--- src/psp_consts.vh ---
// Constants for the power-state, PWM and event-pin block
`ifndef PSP_CONSTS_VH
`define PSP_CONSTS_VH

// Register indices (word addresses)
`define PSP_REG_CTRL 4'h0
`define PSP_REG_STATUS 4'h1
`define PSP_REG_IRQ_STAT 4'h2
`define PSP_REG_IRQ_MASK 4'h3
`define PSP_REG_PWM_EN 4'h4
`define PSP_REG_CONV 4'h5
`define PSP_REG_EVENT 4'h6
`define PSP_REG_PWM_SEL 4'h7
`define PSP_REG_PWM_DIV 4'h8
`define PSP_REG_PWM_PRE 4'h9
`define PSP_REG_PWM_PER 4'ha
`define PSP_REG_PWM_CMP 4'hb
`define PSP_REG_GPIO_OUT 4'hc
`define PSP_REG_GPIO_OE 4'hd

// Control fields
`define PSP_CTRL_BOOT_DONE 0
`define PSP_CTRL_SLEEP_REQ 1
`define PSP_CTRL_ANA_DIGITAL 2

// Status fields
`define PSP_ST_SLEEP 0
`define PSP_ST_PERMIT 1
`define PSP_ST_PWM_ANY 2
`define PSP_ST_CONV_BUSY 3
`define PSP_ST_EVT_VALID 4
`define PSP_ST_EVT_FULL 5

// Interrupt bits
`define PSP_IRQ_EDGE 0
`define PSP_IRQ_CONV 1
`define PSP_IRQ_DROP 2
`define PSP_IRQ_WAKE 3

// Reset values
`define PSP_CTRL_RESET 3'h0
`define PSP_PWM_DIV_RESET 8'h00
`define PSP_PWM_PRE_RESET 4'h0
`define PSP_PWM_PER_RESET 16'hffff
`define PSP_PWM_CMP_RESET 16'h8000

// Timing
`define PSP_CLK_MHZ 200
`define PSP_PWM_CLK_MHZ 24
`define PSP_CONV_NS 1000
`define PSP_CONV_CYCLES ((`PSP_CONV_NS * `PSP_CLK_MHZ + 999) / 1000)

`endif

--- src/psp_pwm_chan.v ---
// One PWM channel with divider, prescaler, period and compare
`timescale 1ns/100ps
module psp_pwm_chan
#(
  parameter CW = 16
)
(
  input wire clk,
  input wire rst,
  input wire tick24,
  input wire enable,
  input wire [7:0] divider,
  input wire [3:0] prescale,
  input wire [CW-1:0] period,
  input wire [CW-1:0] compare,
  output reg pwmLevel
);

  reg [7:0] divCount;
  reg [14:0] preCount;
  reg [CW-1:0] count;
  wire [14:0] preLimit;
  wire divTick;
  wire preTick;

  // Prescaler is a power of two, divider an integer
  assign preLimit = (15'h0001 << prescale) - 15'h0001;
  assign divTick = tick24 && (divCount == divider);
  assign preTick = divTick && (preCount >= preLimit);

  always @(posedge clk or posedge rst)
  begin
    if (rst)
    begin
      divCount <= 8'h00;
      preCount <= 15'h0000;
      count <= {CW{1'b0}};
      pwmLevel <= 1'b0;
    end
    else if (!enable)
    begin
      divCount <= 8'h00;
      preCount <= 15'h0000;
      count <= {CW{1'b0}};
      pwmLevel <= 1'b0;
    end
    else
    begin
      if (tick24)
        divCount <= divTick ? 8'h00 : divCount + 8'h01;
      if (divTick)
        preCount <= preTick ? 15'h0000 : preCount + 15'h0001;
      if (preTick)
        count <= (count >= period) ? {CW{1'b0}} : count + {{(CW-1){1'b0}}, 1'b1};
      pwmLevel <= (count < compare);
    end
  end

endmodule

--- src/psp_event_queue.v ---
// Edge-event queue toward the host, drops when full unless popped in the same cycle
`timescale 1ns/100ps
module psp_event_queue
#(
  parameter W = 8,
  parameter DEPTH = 4,
  parameter AW = 2
)
(
  input wire clk,
  input wire rst,
  input wire pushValid,
  input wire [W-1:0] pushData,
  input wire pop,
  output wire popValid,
  output wire [W-1:0] popData,
  output wire full,
  output wire dropped
);

  reg [W-1:0] mem [0:DEPTH-1];
  reg [AW-1:0] wrPtr;
  reg [AW-1:0] rdPtr;
  reg [AW:0] fill;
  wire doPush;
  wire doPop;

  assign full = (fill == DEPTH[AW:0]);
  assign popValid = (fill != {(AW+1){1'b0}});
  assign popData = mem[rdPtr];
  assign doPop = pop && popValid;
  // Pop frees a slot in the same cycle, so a simultaneous push is kept
  assign doPush = pushValid && (!full || doPop);
  assign dropped = pushValid && !doPush;

  always @(posedge clk or posedge rst)
  begin
    if (rst)
    begin
      wrPtr <= {AW{1'b0}};
      rdPtr <= {AW{1'b0}};
      fill <= {(AW+1){1'b0}};
    end
    else
    begin
      if (doPush)
        wrPtr <= (wrPtr == DEPTH - 1) ? {AW{1'b0}} : wrPtr + {{(AW-1){1'b0}}, 1'b1};
      if (doPop)
        rdPtr <= (rdPtr == DEPTH - 1) ? {AW{1'b0}} : rdPtr + {{(AW-1){1'b0}}, 1'b1};
      if (doPush && !doPop)
        fill <= fill + {{AW{1'b0}}, 1'b1};
      else if (doPop && !doPush)
        fill <= fill - {{AW{1'b0}}, 1'b1};
    end
  end

  always @(posedge clk)
  begin
    if (doPush)
      mem[wrPtr] <= pushData;
  end

endmodule

--- src/psp_pins.v ---
// Top of the power-state, PWM, conversion and edge-event pin logic
//
// What this block does
// - High sleep-permission input allows but never forces sleep; pulled high by default
// - No sleep state entered while the sleep-permission input is low
// - Power-state output low while active, high in deep sleep or hibernation
// - Power-state output low until boot completes, then high only on sleep request with permission high, no PWM and no conversion
// - UART unavailable while asleep; host checks power-state output first
// - Four PWM channels from 24 MHz ticks, each with own divider, prescaler, period, compare
// - Enabled PWM takes the pin from general I/O; disabling returns it
// - No deep sleep while any PWM channel is enabled
// - Each conversion request made while no conversion is busy does exactly one conversion and returns its result; requests while busy are ignored
// - Conversion request returns the analog pin to high-impedance analog input
// - Each cycle with monitored edges creates one event record in the outgoing queue
// - New edge events are dropped while the queue is full and not popped in the same cycle, setting the drop interrupt bit
`timescale 1ns/100ps
`include "psp_consts.vh"
module psp_pins
#(
  parameter EVT_DEPTH = 4,
  parameter EVT_AW = 2,
  parameter NIN = 4,
  parameter CONV_CYCLES = `PSP_CONV_CYCLES
)
(
  input wire clk,
  input wire rst,
  input wire [3:0] regAddr,
  input wire [31:0] regWrData,
  input wire regWr,
  input wire regRd,
  output reg [31:0] regRdData,
  output reg irq,
  input wire sleepPermitIn,
  output reg powerStateOut,
  output reg uartEnable,
  output reg [3:0] pwmOut,
  output reg [3:0] pwmPinOe,
  input wire [NIN-1:0] monitorIn,
  input wire analogInPinIn,
  output reg analogInPinOut,
  output reg analogInPinOe,
  output reg convStart,
  input wire convDone,
  input wire [11:0] convResult
);

  // ****************************************
  // Input synchronisers
  // ****************************************
  reg [1:0] permitSync;
  reg [NIN-1:0] monA;
  reg [NIN-1:0] monB;
  reg [NIN-1:0] monPrev;
  reg anaA;
  reg anaB;
  reg doneA;
  reg doneB;
  reg donePrev;

  always @(posedge clk or posedge rst)
  begin
    if (rst)
    begin
      // Reset mirrors the internal pull-up: sleep permitted
      permitSync <= 2'h3;
      monA <= {NIN{1'b0}};
      monB <= {NIN{1'b0}};
      monPrev <= {NIN{1'b0}};
      anaA <= 1'b0;
      anaB <= 1'b0;
      doneA <= 1'b0;
      doneB <= 1'b0;
      donePrev <= 1'b0;
    end
    else
    begin
      permitSync <= {permitSync[0], sleepPermitIn};
      monA <= monitorIn;
      monB <= monA;
      monPrev <= monB;
      anaA <= analogInPinIn;
      anaB <= anaA;
      doneA <= convDone;
      doneB <= doneA;
      donePrev <= doneB;
    end
  end

  wire permit = permitSync[1];
  wire [NIN-1:0] edges = monB ^ monPrev;
  wire doneRise = doneB && !donePrev;

  // ****************************************
  // Registers
  // ****************************************
  reg [2:0] ctrl;
  reg [3:0] irqStat;
  reg [3:0] irqMask;
  reg [3:0] pwmEn;
  reg [1:0] pwmSel;
  reg [7:0] pwmDiv [0:3];
  reg [3:0] pwmPre [0:3];
  reg [15:0] pwmPer [0:3];
  reg [15:0] pwmCmp [0:3];
  reg [3:0] gpioOut;
  reg [3:0] gpioOe;
  reg [11:0] convData;
  reg convBusy;
  reg sleeping;
  integer i;

  wire wrHit = regWr;
  wire convReq = wrHit && (regAddr == `PSP_REG_CONV) && regWrData[0] && !convBusy;
  wire evtPop = regRd && (regAddr == `PSP_REG_EVENT);
  wire pwmAny = |pwmEn;
  wire evtValid;
  wire evtFull;
  wire evtDrop;
  wire [NIN+1:0] evtData;
  wire [NIN-1:0] edgeHit = edges;
  wire edgeAny = |edgeHit;

  // One record per edge cycle: mask of inputs that moved, plus input 0 level
  wire [NIN+1:0] evtRecord = {2'h0, edgeHit} | {monB[0], 1'b0, {NIN{1'b0}}};

  always @(posedge clk or posedge rst)
  begin
    if (rst)
    begin
      ctrl <= `PSP_CTRL_RESET;
      irqMask <= 4'h0;
      pwmEn <= 4'h0;
      pwmSel <= 2'h0;
      gpioOut <= 4'h0;
      gpioOe <= 4'h0;
      for (i = 0; i < 4; i = i + 1)
      begin
        pwmDiv[i] <= `PSP_PWM_DIV_RESET;
        pwmPre[i] <= `PSP_PWM_PRE_RESET;
        pwmPer[i] <= `PSP_PWM_PER_RESET;
        pwmCmp[i] <= `PSP_PWM_CMP_RESET;
      end
    end
    else
    begin
      if (wrHit)
      begin
        case (regAddr)
          `PSP_REG_CTRL: ctrl <= regWrData[2:0];
          `PSP_REG_IRQ_MASK: irqMask <= regWrData[3:0];
          `PSP_REG_PWM_EN: pwmEn <= regWrData[3:0];
          `PSP_REG_PWM_SEL: pwmSel <= regWrData[1:0];
          `PSP_REG_PWM_DIV: pwmDiv[pwmSel] <= regWrData[7:0];
          `PSP_REG_PWM_PRE: pwmPre[pwmSel] <= regWrData[3:0];
          `PSP_REG_PWM_PER: pwmPer[pwmSel] <= regWrData[15:0];
          `PSP_REG_PWM_CMP: pwmCmp[pwmSel] <= regWrData[15:0];
          `PSP_REG_GPIO_OUT: gpioOut <= regWrData[3:0];
          `PSP_REG_GPIO_OE: gpioOe <= regWrData[3:0];
          default: ;
        endcase
      end
      if (convReq)
        ctrl[`PSP_CTRL_ANA_DIGITAL] <= 1'b0;
    end
  end

  // ****************************************
  // 24 MHz tick from 200 MHz by fractional accumulator
  // ****************************************
  reg [7:0] fracAcc;
  reg tick24;
  wire [8:0] fracSum = {1'b0, fracAcc} + 9'd`PSP_PWM_CLK_MHZ;

  always @(posedge clk or posedge rst)
  begin
    if (rst)
    begin
      fracAcc <= 8'h00;
      tick24 <= 1'b0;
    end
    else if (fracSum >= 9'd`PSP_CLK_MHZ)
    begin
      fracAcc <= fracSum[7:0] - 8'd`PSP_CLK_MHZ;
      tick24 <= 1'b1;
    end
    else
    begin
      fracAcc <= fracSum[7:0];
      tick24 <= 1'b0;
    end
  end

  // ****************************************
  // PWM channels and pin muxing
  // ****************************************
  wire [3:0] pwmLevel;
  genvar g;
  generate
    for (g = 0; g < 4; g = g + 1)
    begin : chan
      psp_pwm_chan #(.CW(16)) u_chan
      (
        .clk(clk),
        .rst(rst),
        .tick24(tick24),
        .enable(pwmEn[g]),
        .divider(pwmDiv[g]),
        .prescale(pwmPre[g]),
        .period(pwmPer[g]),
        .compare(pwmCmp[g]),
        .pwmLevel(pwmLevel[g])
      );
    end
  endgenerate

  always @(posedge clk or posedge rst)
  begin
    if (rst)
    begin
      pwmOut <= 4'h0;
      pwmPinOe <= 4'h0;
    end
    else
    begin
      pwmOut <= (pwmEn & pwmLevel) | (~pwmEn & gpioOut);
      pwmPinOe <= pwmEn | gpioOe;
    end
  end

  // ****************************************
  // Power state
  // ****************************************
  // Sleep needs boot done, software request, permission high, no PWM running and no conversion busy
  wire sleepOk = ctrl[`PSP_CTRL_BOOT_DONE] && ctrl[`PSP_CTRL_SLEEP_REQ] && permit && !pwmAny && !convBusy;

  always @(posedge clk or posedge rst)
  begin
    if (rst)
    begin
      sleeping <= 1'b0;
      powerStateOut <= 1'b0;
      uartEnable <= 1'b1;
    end
    else
    begin
      sleeping <= sleepOk;
      powerStateOut <= sleepOk;
      uartEnable <= !sleepOk;
    end
  end

  // ****************************************
  // Single conversion
  // ****************************************
  reg [15:0] convTimer;

  always @(posedge clk or posedge rst)
  begin
    if (rst)
    begin
      convBusy <= 1'b0;
      convStart <= 1'b0;
      convData <= 12'h000;
      convTimer <= 16'h0000;
    end
    else
    begin
      convStart <= convReq;
      if (convReq)
      begin
        convBusy <= 1'b1;
        convTimer <= CONV_CYCLES[15:0];
      end
      else if (convBusy && (doneRise || convTimer == 16'h0001))
      begin
        convBusy <= 1'b0;
        convData <= convResult;
      end
      else if (convBusy && convTimer != 16'h0000)
        convTimer <= convTimer - 16'h0001;
    end
  end

  // Analog pin: driven only when software picked digital mode and no conversion runs
  always @(posedge clk or posedge rst)
  begin
    if (rst)
    begin
      analogInPinOut <= 1'b0;
      analogInPinOe <= 1'b0;
    end
    else
    begin
      analogInPinOut <= gpioOut[0];
      analogInPinOe <= ctrl[`PSP_CTRL_ANA_DIGITAL] && !convReq && !convBusy;
    end
  end

  // ****************************************
  // Edge events
  // ****************************************
  psp_event_queue #(.W(NIN+2), .DEPTH(EVT_DEPTH), .AW(EVT_AW)) u_queue
  (
    .clk(clk),
    .rst(rst),
    .pushValid(edgeAny),
    .pushData(evtRecord),
    .pop(evtPop),
    .popValid(evtValid),
    .popData(evtData),
    .full(evtFull),
    .dropped(evtDrop)
  );

  // ****************************************
  // Interrupts, set wins over write-one-to-clear
  // ****************************************
  wire [3:0] irqSet = {sleeping && !sleepOk, evtDrop, convBusy && !convReq && (doneRise || convTimer == 16'h0001), edgeAny};
  wire [3:0] irqClr = (wrHit && regAddr == `PSP_REG_IRQ_STAT) ? regWrData[3:0] : 4'h0;

  always @(posedge clk or posedge rst)
  begin
    if (rst)
    begin
      irqStat <= 4'h0;
      irq <= 1'b0;
    end
    else
    begin
      irqStat <= (irqStat & ~irqClr) | irqSet;
      irq <= |(((irqStat & ~irqClr) | irqSet) & irqMask);
    end
  end

  // ****************************************
  // Read port
  // ****************************************
  always @(posedge clk or posedge rst)
  begin
    if (rst)
      regRdData <= 32'h00000000;
    else if (regRd)
    begin
      case (regAddr)
        `PSP_REG_CTRL: regRdData <= {29'h0, ctrl};
        `PSP_REG_STATUS: regRdData <= {26'h0, evtFull, evtValid, convBusy, pwmAny, permit, sleeping};
        `PSP_REG_IRQ_STAT: regRdData <= {28'h0, irqStat};
        `PSP_REG_IRQ_MASK: regRdData <= {28'h0, irqMask};
        `PSP_REG_PWM_EN: regRdData <= {28'h0, pwmEn};
        `PSP_REG_CONV: regRdData <= {convBusy, 19'h0, convData};
        `PSP_REG_EVENT: regRdData <= {evtValid, {(31-NIN-2){1'b0}}, evtData};
        `PSP_REG_PWM_SEL: regRdData <= {30'h0, pwmSel};
        `PSP_REG_PWM_DIV: regRdData <= {24'h0, pwmDiv[pwmSel]};
        `PSP_REG_PWM_PRE: regRdData <= {28'h0, pwmPre[pwmSel]};
        `PSP_REG_PWM_PER: regRdData <= {16'h0, pwmPer[pwmSel]};
        `PSP_REG_PWM_CMP: regRdData <= {16'h0, pwmCmp[pwmSel]};
        `PSP_REG_GPIO_OUT: regRdData <= {27'h0, anaB, gpioOut};
        `PSP_REG_GPIO_OE: regRdData <= {28'h0, gpioOe};
        default: regRdData <= 32'h00000000;
      endcase
    end
    else
      regRdData <= 32'h00000000;
  end

endmodule

--- config.mk ---
export PLATFORM = sky130hd
export DESIGN_NAME = psp_pins
export DESIGN_NICKNAME = d
export VERILOG_FILES = /design/src/psp_pwm_chan.v /design/src/psp_event_queue.v /design/src/psp_pins.v
export VERILOG_INCLUDE_DIRS = /design/src
export SDC_FILE = /design/constraint.sdc
export NUM_CORES = 1
export LEC_CHECK = 0
export ABC_AREA = 1
export BUFFER_PORTS_ARGS = -buffer_cell sky130_fd_sc_hd__clkbuf_2
export CAP_MARGIN = 20
export CORE_UTILIZATION = 35
export DETAILED_ROUTE_END_ITERATION = 12
export GPL_ROUTABILITY_DRIVEN = 0
export HOLD_SLACK_MARGIN = 0.12
export PLACE_DENSITY_LB_ADDON = 0.3
export SLEW_MARGIN = 20
export SYNTH_ARGS = -nofsm -noshare
export SYNTH_HDL_FRONTEND = slang
export SYNTH_HIERARCHICAL = 1
export SYNTH_SLANG_ARGS = --single-unit
--- constraint.sdc ---
create_clock -name clk -period 9.31 [get_ports clk]
set_input_delay 0.931 -clock clk [delete_from_list [all_inputs] [get_ports clk]]
set_output_delay 0.931 -clock clk [all_outputs]
set_load 0.03 [all_outputs]
Yosys cells after proc, flatten, opt, wreduce, memory -nomap -nowiden
Memories as Yosys holds them, arrays and structs flattened.
Index checks and enable logic that the tools add are counted.
{"block": "totals", "regBits": 471, "latch_bits": 0, "ramBits": 24, "romBits": 0, "inputBits": 59, "output_inout_bits": 46, "wordCells": 302, "memories": 1}
{"memory": "u_queue.mem", "words": 4, "word_bits": 6, "read_ports": 1, "rd_clocked_by_memory_dff": 0, "wr": 1, "line_no": "psp_event_queue.v:21", "source": "reg [W-1:0] mem [0:DEPTH-1];"}
{"block": "op_classes", "n_addsub": 23, "multipliers": 0, "div": 0, "n_lt_le_gt_ge": 15, "eq_ne": 34, "shifts": 4, "muxes": 81, "n_bitwise": 13, "n_reduce_logical": 65}
{"operator": "32-bit one-hot mux with 14 select lines", "count": 1}
{"operator": "16-bit two-way mux", "count": 20}
{"operator": "15-bit two-way mux", "count": 12}
{"operator": "64-bit bitwise mux", "count": 2}
{"operator": "8-bit two-way mux", "count": 16}
{"operator": "16-bit by 1-bit adder with 16-bit output, second input constant", "count": 4}
{"operator": "16-bit binary-select mux with 2-bit select", "count": 2}
{"operator": "16-bit >= comparator", "count": 4}
{"operator": "16-bit less-than comparator", "count": 4}
{"operator": "15-bit by 1-bit adder with 15-bit output, second input constant", "count": 4}
{"operator": "15-bit >= comparator", "count": 4}
{"operator": "1-bit by 4-bit left shift with 15-bit output, first input constant", "count": 4}
{"operator": "15-bit by 1-bit subtractor with 15-bit output, second input constant", "count": 4}
{"operator": "8-bit by 1-bit adder with 8-bit output, second input constant", "count": 4}
{"operator": "32-bit bitwise mux", "count": 1}
{"operator": "16-bit demux with 2-bit select", "count": 1}
{"operator": "8-bit equality test", "count": 4}
{"operator": "32-bit two-way mux", "count": 1}
{"operator": "1-bit logical AND", "count": 31}
{"operator": "2-bit AND reduction", "count": 13}
{"operator": "4-bit equality test, second input constant", "count": 6}
{"operator": "2-bit by 1-bit inequality test with 1-bit output, second input constant", "count": 12}
{"operator": "4-bit AND", "count": 4}
{"operator": "8-bit binary-select mux with 2-bit select", "count": 1}
{"operator": "37 further kinds", "count": 76}

Logic depth before layout (Yosys ltp)
Gate-level depths: netlist (run 1).
{"block": "depth", "ltp_word": 10, "depth_mapped": 18, "depth_no_buf": 18}

Cells and area by module
The synthesis (run 1) kept the hierarchy.
{"mod": "psp_pins", "n_inst": 1, "cells_each": 1592, "area_per_inst_um2": 12987.5, "seq_area_each_um2": 7245.7}
{"mod": "psp_pwm_chan (chan[1].u_chan ...)", "n_inst": 3, "cells_each": 598, "area_per_inst_um2": 4035.1, "seq_area_each_um2": 1001.0}
{"mod": "psp_pwm_chan (chan[0].u_chan)", "n_inst": 1, "cells_each": 610, "area_per_inst_um2": 4101.4, "seq_area_each_um2": 1001.0}
{"mod": "psp_event_queue", "n_inst": 1, "cells_each": 132, "area_per_inst_um2": 1465.2, "seq_area_each_um2": 895.9}

Least setup slack after synthesis (run 1)
Ideal clock, no wire load.
{"block": "synth_timing", "path_kind": "register to register", "startpoint": "reg pwmPre[11] (netlist name)", "endpoint": "reg chan[1].u_chan.count[0]", "setup_time_ns": 0.118, "t_arrival_ns": 2.700, "t_required_ns": 9.192, "setup_slack_ns": 6.493, "stages_incl_launch_ff": 19, "n_path_buf": 1, "period_less_slack_ns": 2.817, "path_cell_list": "dfrtp_1 inv_1 nand3_1 ha_1 nand3_1 o21bai_1 xor2_1 ha_1 nand2_1 nor2_1 nand2_1 clkinv_1 nor2_1 nand3_1 nor2_2 nor2_8 buf_8 nand3_1 nand2_1"}
{"block": "synth_via", "elab_chain_cells": 5}
{"item": "start, declared", "line_no": "psp_pins.v:103", "source": "reg [3:0] pwmPre [0:3];"}
{"item": "start signal, assigned by index", "line_no": "psp_pins.v:140", "source": "pwmPre[i] <= `PSP_PWM_PRE_RESET;"}
{"item": "start signal, assigned by index", "line_no": "psp_pins.v:155", "source": "`PSP_REG_PWM_PRE: pwmPre[pwmSel] <= regWrData[3:0];"}
{"item": "1-bit by 4-bit left shift with 15-bit output", "line_no": "psp_pwm_chan.v:27", "source": "assign preLimit = (15'h0001 << prescale) - 15'h0001;"}
{"item": "15-bit by 1-bit subtractor with 15-bit output", "line_no": "psp_pwm_chan.v:27"}
{"item": "15-bit >= comparator", "line_no": "psp_pwm_chan.v:29", "source": "assign preTick = divTick && (preCount >= preLimit);"}
{"item": "1-bit logical AND", "line_no": "psp_pwm_chan.v:29"}
{"item": "2-bit by 1-bit inequality test with 1-bit output (no source line)"}
{"item": "end signal, assigned", "line_no": "psp_pwm_chan.v:37", "source": "count <= {CW{1'b0}};"}
{"item": "end signal, assigned", "line_no": "psp_pwm_chan.v:44", "source": "count <= {CW{1'b0}};"}
{"item": "end signal, assigned", "line_no": "psp_pwm_chan.v:54", "source": "count <= (count >= period) ? {CW{1'b0}} : count + {{(CW-1){1'b0}}, 1'b1};"}
{"item": "end, declared", "line_no": "psp_pwm_chan.v:21", "source": "reg [CW-1:0] count;"}
No other way between the ends.
A chain may end at the register's enable or synchronous reset.

Worst setup path in the final report (run 1)
{"block": "layout_timing", "startpoint": "reg pwmPre[3] (netlist name)", "endpoint": "reg chan[3].u_chan.preCount[6]"}
{"block": "layout_via", "elab_chain_cells": 7}
{"item": "1-bit by 4-bit left shift with 15-bit output", "line_no": "psp_pwm_chan.v:27"}
{"item": "15-bit by 1-bit subtractor with 15-bit output", "line_no": "psp_pwm_chan.v:27"}
{"item": "15-bit >= comparator", "line_no": "psp_pwm_chan.v:29"}
{"item": "1-bit logical AND", "line_no": "psp_pwm_chan.v:29"}
{"item": "15-bit two-way mux", "line_no": "psp_pwm_chan.v:52", "source": "preCount <= preTick ? 15'h0000 : preCount + 15'h0001;"}
{"item": "15-bit two-way mux", "line_no": "psp_pwm_chan.v:51", "source": "if (divTick)"}
{"item": "15-bit two-way mux", "line_no": "psp_pwm_chan.v:40", "source": "else if (!enable)"}
{"item": "end signal, assigned", "line_no": "psp_pwm_chan.v:52"}
{"item": "end, declared", "line_no": "psp_pwm_chan.v:20", "source": "reg [14:0] preCount;"}
No other way between the ends. The select of a mux whose other input is x is not followed.

==> run_results.csv, run 1 <==
group,metric,value,unit
status,status,"finished, final reports clean",
cts,htreeDepth,2,
cts,cts_setup_buffers,0,
timing,tightest_slew,1140,ps
yosys,synth.avg_cell_area,7.43,sq um
final_layout,final_cell_mix,"1423 x nand2_1, 484 x inv_1, 382 x dfrtp_1, 315 x nor2_1, 216 x o21ai_0",
setup_path,crit_type,"reg2reg",
worst_hold_path,hp-start,"doneA",
setup_path,crit_arrival,4280,ps
final_layout,layout-drive-gt1-share,9.46,%
power,vdd_drop_max,0.194,mV
timing,rsz0062_at_grt,"no",
setup_path,worstPathRequired,9860,ps
grt,grt_usage,19.6,%
timing,slew_headroom,23.7,%
setup_path,rr_worst_depth,16,
timing,fmax,268,MHz
yosys,syn-instance-count,4128,
floorplan,start_util,35.3,%
final_layout,fin_cells,5373,
worst_hold_path,hold_path_class,"reg2reg",
timing,finalSetupViolations,0,
route,antenna_left,0,
setup_path,r2r-end,"chan[3].u_chan/preCount[6]",
cts,clkTransAtPathRegs,60,ps
timing,timing.final.crit_period,3730,ps
placed_design,io_buffers,73,
grt,antenna_found_initial,2,
cts,clock_latency,610,ps
yosys,synth_top_area_share,31.2,%
final_layout,finalNetCount,4444,
route,routed_wl,86.9,mm
final_layout,utilization,39.2,%
placed_design,hpwl,64.6,mm
cts,ctsHoldBuffers,0,
power,total_power,0.00731,W
grt,grt_pass1_vias,24700,
timing,fin_worst_skew,14.2,ps
job,cap_violations,0,
floorplan,ios,105,
placed_design,place_ws,5620,ps
floorplan,dieArea,0.0888,sq mm
worst_hold_path,hold_depth,0,
timing,hold_violations,0,
route,routedWlPerCell,16.2,um
setup_path,critPathCaptureType,"flip-flop",
route,drt-vias-per-instance,4.89,
final_layout,antennaDiodeCount,0,
power,power.leakage,17.0,nW
final_layout,fill_cells,9016,
worst_hold_path,hold_end,"doneB",
timing,drv_slew,0,
route,dr.pass1.iters,6,
final_layout,area_growth,10.9,%
yosys,netlist_area,0.0307,sq mm
setup_path,crit_fanout,20,
yosys,ys_types,54,
route,vias,26300,
route,drc,0,
grt,grt_max_degree,147,
grt,grt_pass1_wl,138,mm
timing,tns,0,ps
setup_path,r2r_setup_slack,5580,ps
timing,fin_crit_sh,40.1,%
yosys,ys_seq_area_share,39.6,%
floorplan,die_x,298,um
floorplan,rows,108,
setup_path,worst_setup_path_start_kind,"flip-flop",
floorplan,core,0.0868,sq mm
cts,cts-root-buf,"clkbuf_16",
cts,cts_made_buffers,56,
floorplan,die_y,298,um
yosys,yosys_warnings,6,
cts,cts_tree,"yes",
cts,clock_path_buffers,3,
setup_path,rr_startpoint,"pwmPre[3]",
power,pwr_density_cell,215,mW/mm^2
cts,cts.repair.resized,0,
yosys,yosys.area.top_type,"dfrtp_1",
yosys,ys_top_cells_by_area,"dfrtp_1 31%, nand2_1 17%, ha_1 8.7%",
route,drt_iter0_drc,2008,
placed_design,place_inst,5269,
final_layout,layout_commonest_cell,"nand2_1",
grt,gr-total-overflow,0,
timing,setup_ws,5580,ps
cts,clock_sinks,477,
yosys,synth-seq-cells,477,
## flip-flops by register name (all words and copies together) (netlist names), 17 cells and up
name / count
chan.u_chan/preCount: 60
u_queue/mem: 24
pwmDiv: 32
pwmPer: 64
chan.u_chan/divCount: 32
regRdData: 17
chan.u_chan/count: 64
pwmCmp: 64
## worst max path at each step
stage          startpoint                          to  cells after the start
6_report        pwmPre[3]  chan[3].u_chan/preCount[6]                     16
5_1_grt         pwmPre[7]  chan[2].u_chan/preCount[2]                     16
4_1_cts         pwmPre[7]  chan[2].u_chan/preCount[3]                     16
3_5_place_dp    pwmPre[7]  chan[2].u_chan/preCount[3]                     16
3_3_place_gp    pwmPre[3]  chan[3].u_chan/preCount[7]                     16
2_1_floorplan         rst                        anaA                      1
## area by class of cell
| class | count | area (sq um) | share of cell area [%] |
|---|---|---|---|
| clock buffers | 75 | 1590 | 4.69 |
| inverters | 513 | 1930 | 5.69 |
| well taps | 1155 | 1450 | 4.25 |
| flip-flops and latches | 477 | 12100 | 35.7 |
| clock inverters | 29 | 422 | 1.24 |
| repair buffers | 86 | 475 | 1.40 |
| multi-input cells | 3038 | 16000 | 47.0 |
## critical path, cell delays in order (launching register included)
cell	delay, ps
dfrtp_1	490
inv_1	170
nand3_1	180
ha_1	220
nand3_1	240
o21bai_1	250
xor2_1	150
ha_1	320
nand2_1	140
nor2_1	70
nand2_1	60
clkinv_1	50
nor2_1	130
nand3_1	160
o21ai_2	780
nand2_1	120
nor2_1	120
## layer usage
layer	global-route usage (%)	wire length [um]	vias to the layer above
li1	-	-	13300
met1	26.9	39500	12200
met2	31.7	39600	711
met3	3.46	5630	129
met4	5.21	2160	0
met5	0	0	-
## kinds of logic (layout without fill, tap and decap cells)
logic type / count (synthesis) / count (layout) / synth area share (%)
simple gates: 2239 / 2239 / 31.7
fa+ha+maj: 213 / 213 / 8.72
compound gates: 434 / 434 / 7.60
xor+xnor: 129 / 129 / 3.69
flops: 477 / 477 / 39.6
mux: 4 / 4 / 0.147
other cells: 1 / 19 / 0.0122
buf+inv: 631 / 703 / 8.53
## power by group
| part | internal (W) | leakage (nW) | switching [W] | total (W) |
|---|---|---|---|---|
| Sequential | 0.00244 | 6.06 | 0.000349 | 0.00278 |
| Clock | 0.00148 | 0.978 | 0.000925 | 0.00240 |
| Combinational | 0.000693 | 9.93 | 0.00143 | 0.00213 |
## Yosys cell counts, drive strengths merged
cell / instances
nand3b: 5
xnor2: 28
o21bai: 4
and2: 2
nor4: 12
a211oi: 4
nand4: 121
or2: 10
nor3: 44
o21ai: 290
buf: 76
fa: 1
nand2: 1445
a22o: 4
and3: 1
xor2: 101
ha: 212
dfrtp: 382
clkinv: 4
a31oi: 4
o211ai: 7
mux2: 4
a21oi: 121
edfxtp: 24
conb: 1
nand3: 229
clkbuf: 42
inv: 509
dfstp: 71
nor3b: 9
nor2: 361
## metrics by stage
stage	area, sq um	hold WS [ps]
detailed placement	32000	335
finish	34000	347
CTS	34000	348
global route	34000	354
global placement	32000	334
floorplan	30700	331
No activity file was read; power rests on OpenSTA's default activity.
==> inputs of run 2 (changes only) <==
Clock period 9.31 ns to 3.25 ns, I/O delays scaled along.
==> run 2 against run 1 <==
Cell count grew 1.2%. Critical endpoint is now chan[0].u_chan/count[14]. Sequential share of layout area shrank 0.59 points. Hold slack got worse by 170 ps. Highest routed layer is now met5.
==> run_results.csv, run 2 (synthesis gave the netlist of run 1 again) <==
group,metric,value,unit
status,status,"finished, final reports clean",
final_layout,finalInstanceArea,0.0346,sq mm
setup_path,critPathMaxStageDelay,450,ps
final_layout,fin_cells,5439,
timing,rsz0062_at_grt,"no",
cts,clkTransAtPathRegs,60,ps
setup_path,crit_fanout,8,
route,drt-vias-per-instance,4.89,
floorplan,die_y,298,um
setup_path,crit_arrival,3500,ps
setup_path,crit_buf_inv,2,
worst_hold_path,hold_path_class,"in2reg",
route,vias,26600,
setup_path,crit_type,"reg2reg",
route,routedWlPerCell,16.3,um
timing,fmax,333,MHz
timing,tightest_slew,1160,ps
floorplan,start_util,35.3,%
cts,cts_tree,"yes",
final_layout,area_growth,12.9,%
final_layout,top_regs,"chan.u_chan/count x64, pwmCmp x64, pwmPer x64",
timing,finalSetupViolations,0,
floorplan,dieArea,0.0888,sq mm
cts,clock_latency,640,ps
floorplan,ios,105,
placed_design,hpwl,65.4,mm
floorplan,rows,108,
floorplan,die_x,298,um
setup_path,worst_setup_path_start_kind,"flip-flop",
setup_path,startpoint,"pwmPre[14]",
timing,fin_worst_skew,38.4,ps
grt,grt_usage,19.8,%
setup_path,critPathCaptureType,"flip-flop",
route,antenna_left,0,
timing,drv_slew,0,
timing,timing.hold.ws,178,ps
power,power.leakage,17.2,nW
setup_path,cp_common_cell,"nand2_1",
cts,cts_made_buffers,54,
floorplan,core,0.0868,sq mm
setup_path,path_cells,"inv_1, nand4_1, ha_1, nand3_2, o21bai_1, xor2_1, ha_1, nand2_1, nor2_1, nand2_1, clkinv_1, nor2_1, nand3_2, nor2_4, nor2_4, nand3_1, nand2_1",
route,routed_wl,88.6,mm
grt,gr-total-overflow,0,
setup_path,cpMaxStageDelayCell,"dfrtp_2",
timing,slew_headroom,22.8,%
route,drc,0,
grt,grt_pass1_wl,140,mm
power,pwr_density_cell,613,mW/mm^2
timing,timing.final.crit_period,3000,ps
setup_path,rr_startpoint,"pwmPre[14]",
setup_path,critPathTopFamily,"simple AND/OR/NAND/NOR gates",
cts,htreeDepth,2,
grt,antenna_found_initial,4,
final_layout,layout_commonest_cell,"nand2_1",
timing,hold_violations,0,
final_layout,layout-drive-gt1-share,10.6,%
final_layout,final_cell_mix,"1425 x nand2_1, 480 x inv_1, 373 x dfrtp_1, 315 x nor2_1, 216 x o21ai_0",
placed_design,place_inst,5305,
grt,grt_pass1_vias,25100,
placed_design,io_buffers,73,
cts,cts-root-buf,"clkbuf_16",
worst_hold_path,hp-start,"regAddr[0]",
final_layout,finalNetCount,4509,
timing,fin_crit_sh,92.3,%
placed_design,dpl_cell_area,0.0323,sq mm
route,dr.pass1.iters,5,
power,vdd_drop_max,0.545,mV
cts,clock_sinks,477,
setup_path,worstPathRequired,3760,ps
cts,clock_path_buffers,3,
grt,grt_max_degree,107,
job,cap_violations,0,
route,drt_iter0_drc,2019,
[run 2: cell count changes in the layout (fill, tap and decap cells not counted), sizes merged]
| cell | before | now |
|---|---|---|
| buf | 13 | 53 |
| dlygate4sd3 | 0 | 25 |
| clkinvlp | 6 | 7 |
| clkinv | 17 | 14 |
| diode | 0 | 1 |
| nor2 | 361 | 363 |
[run 2: per-layer routing]
layer / vias up / track usage (%) / part of all wire [%]
li1: 13400 / - / -
met1: 12300 / 27.6 / 47
met2: 719 / 31.5 / 45
met3: 140 / 2.90 / 5.9
met4: 2 / 6.11 / 2.9
met5: - / 0 / 0.015
[run 2: final timing paths]
path / to / slack (ps) / cells past startpoint
max: chan[0].u_chan/count[14] / 250 / 17
min: irqStat[3] / 180 / 5
max reg2reg: chan[0].u_chan/count[14] / 250 / 17
min reg2reg: monB[0] / 350 / 0
max in group asynchronous: pwmPre[7] / 1790 / 4
min in group asynchronous: u_queue/wrPtr[0] / 470 / 3
[run 2: what timing repair did]
action / in CTS / in global routing
resized for setup: 0 / 32
hold buffers: 25 / 0
endpoints found under the hold margin: 128 / 0
setup endpoints to repair: 0 / 89
buffers inserted: 0 / 2
[run 2: where the power goes]
part           total, W  internal, W  switching [W]  leakage (nW)
Combinational   0.00648      0.00221        0.00427          10.3
Sequential      0.00796      0.00698       0.000982          6.05
Clock           0.00676      0.00408        0.00268         0.935
[run 2: layout make-up]
type                       count  area, sq um
clock buffer                  75         1520
multi-input combinational   3040        16100
tap                         1155         1450
timing repair buffer         151         1070
fill                        8930        52100
sequential                   477        12200
antenna                        1         2.50
inverter                     513         1930
clock inverter                27          424
[run 2: per-stage QoR]
| stage | util, % | setup TNS [ps] | power [W] | setup slack [ps] |
|---|---|---|---|---|
| global route | 39.9 | 0 | 0.0225 | 0.0422 |
| detailed placement | 37.2 | 0 | 0.0144 | 141 |
| floorplan | - | -173780 | 0.0125 | -808 |
| global placement | 37.2 | 0 | 0.0142 | 210 |
| CTS | 39.7 | 0 | 0.0212 | 98.5 |
| finish | 39.9 | 0 | 0.0212 | 251 |
[run 2: worst min-delay path, stage by stage]
cell      delay [ps]
clkbuf_2         140
nor2_1           100
nand4_1           70
nand2_1           50
nand2_1           80
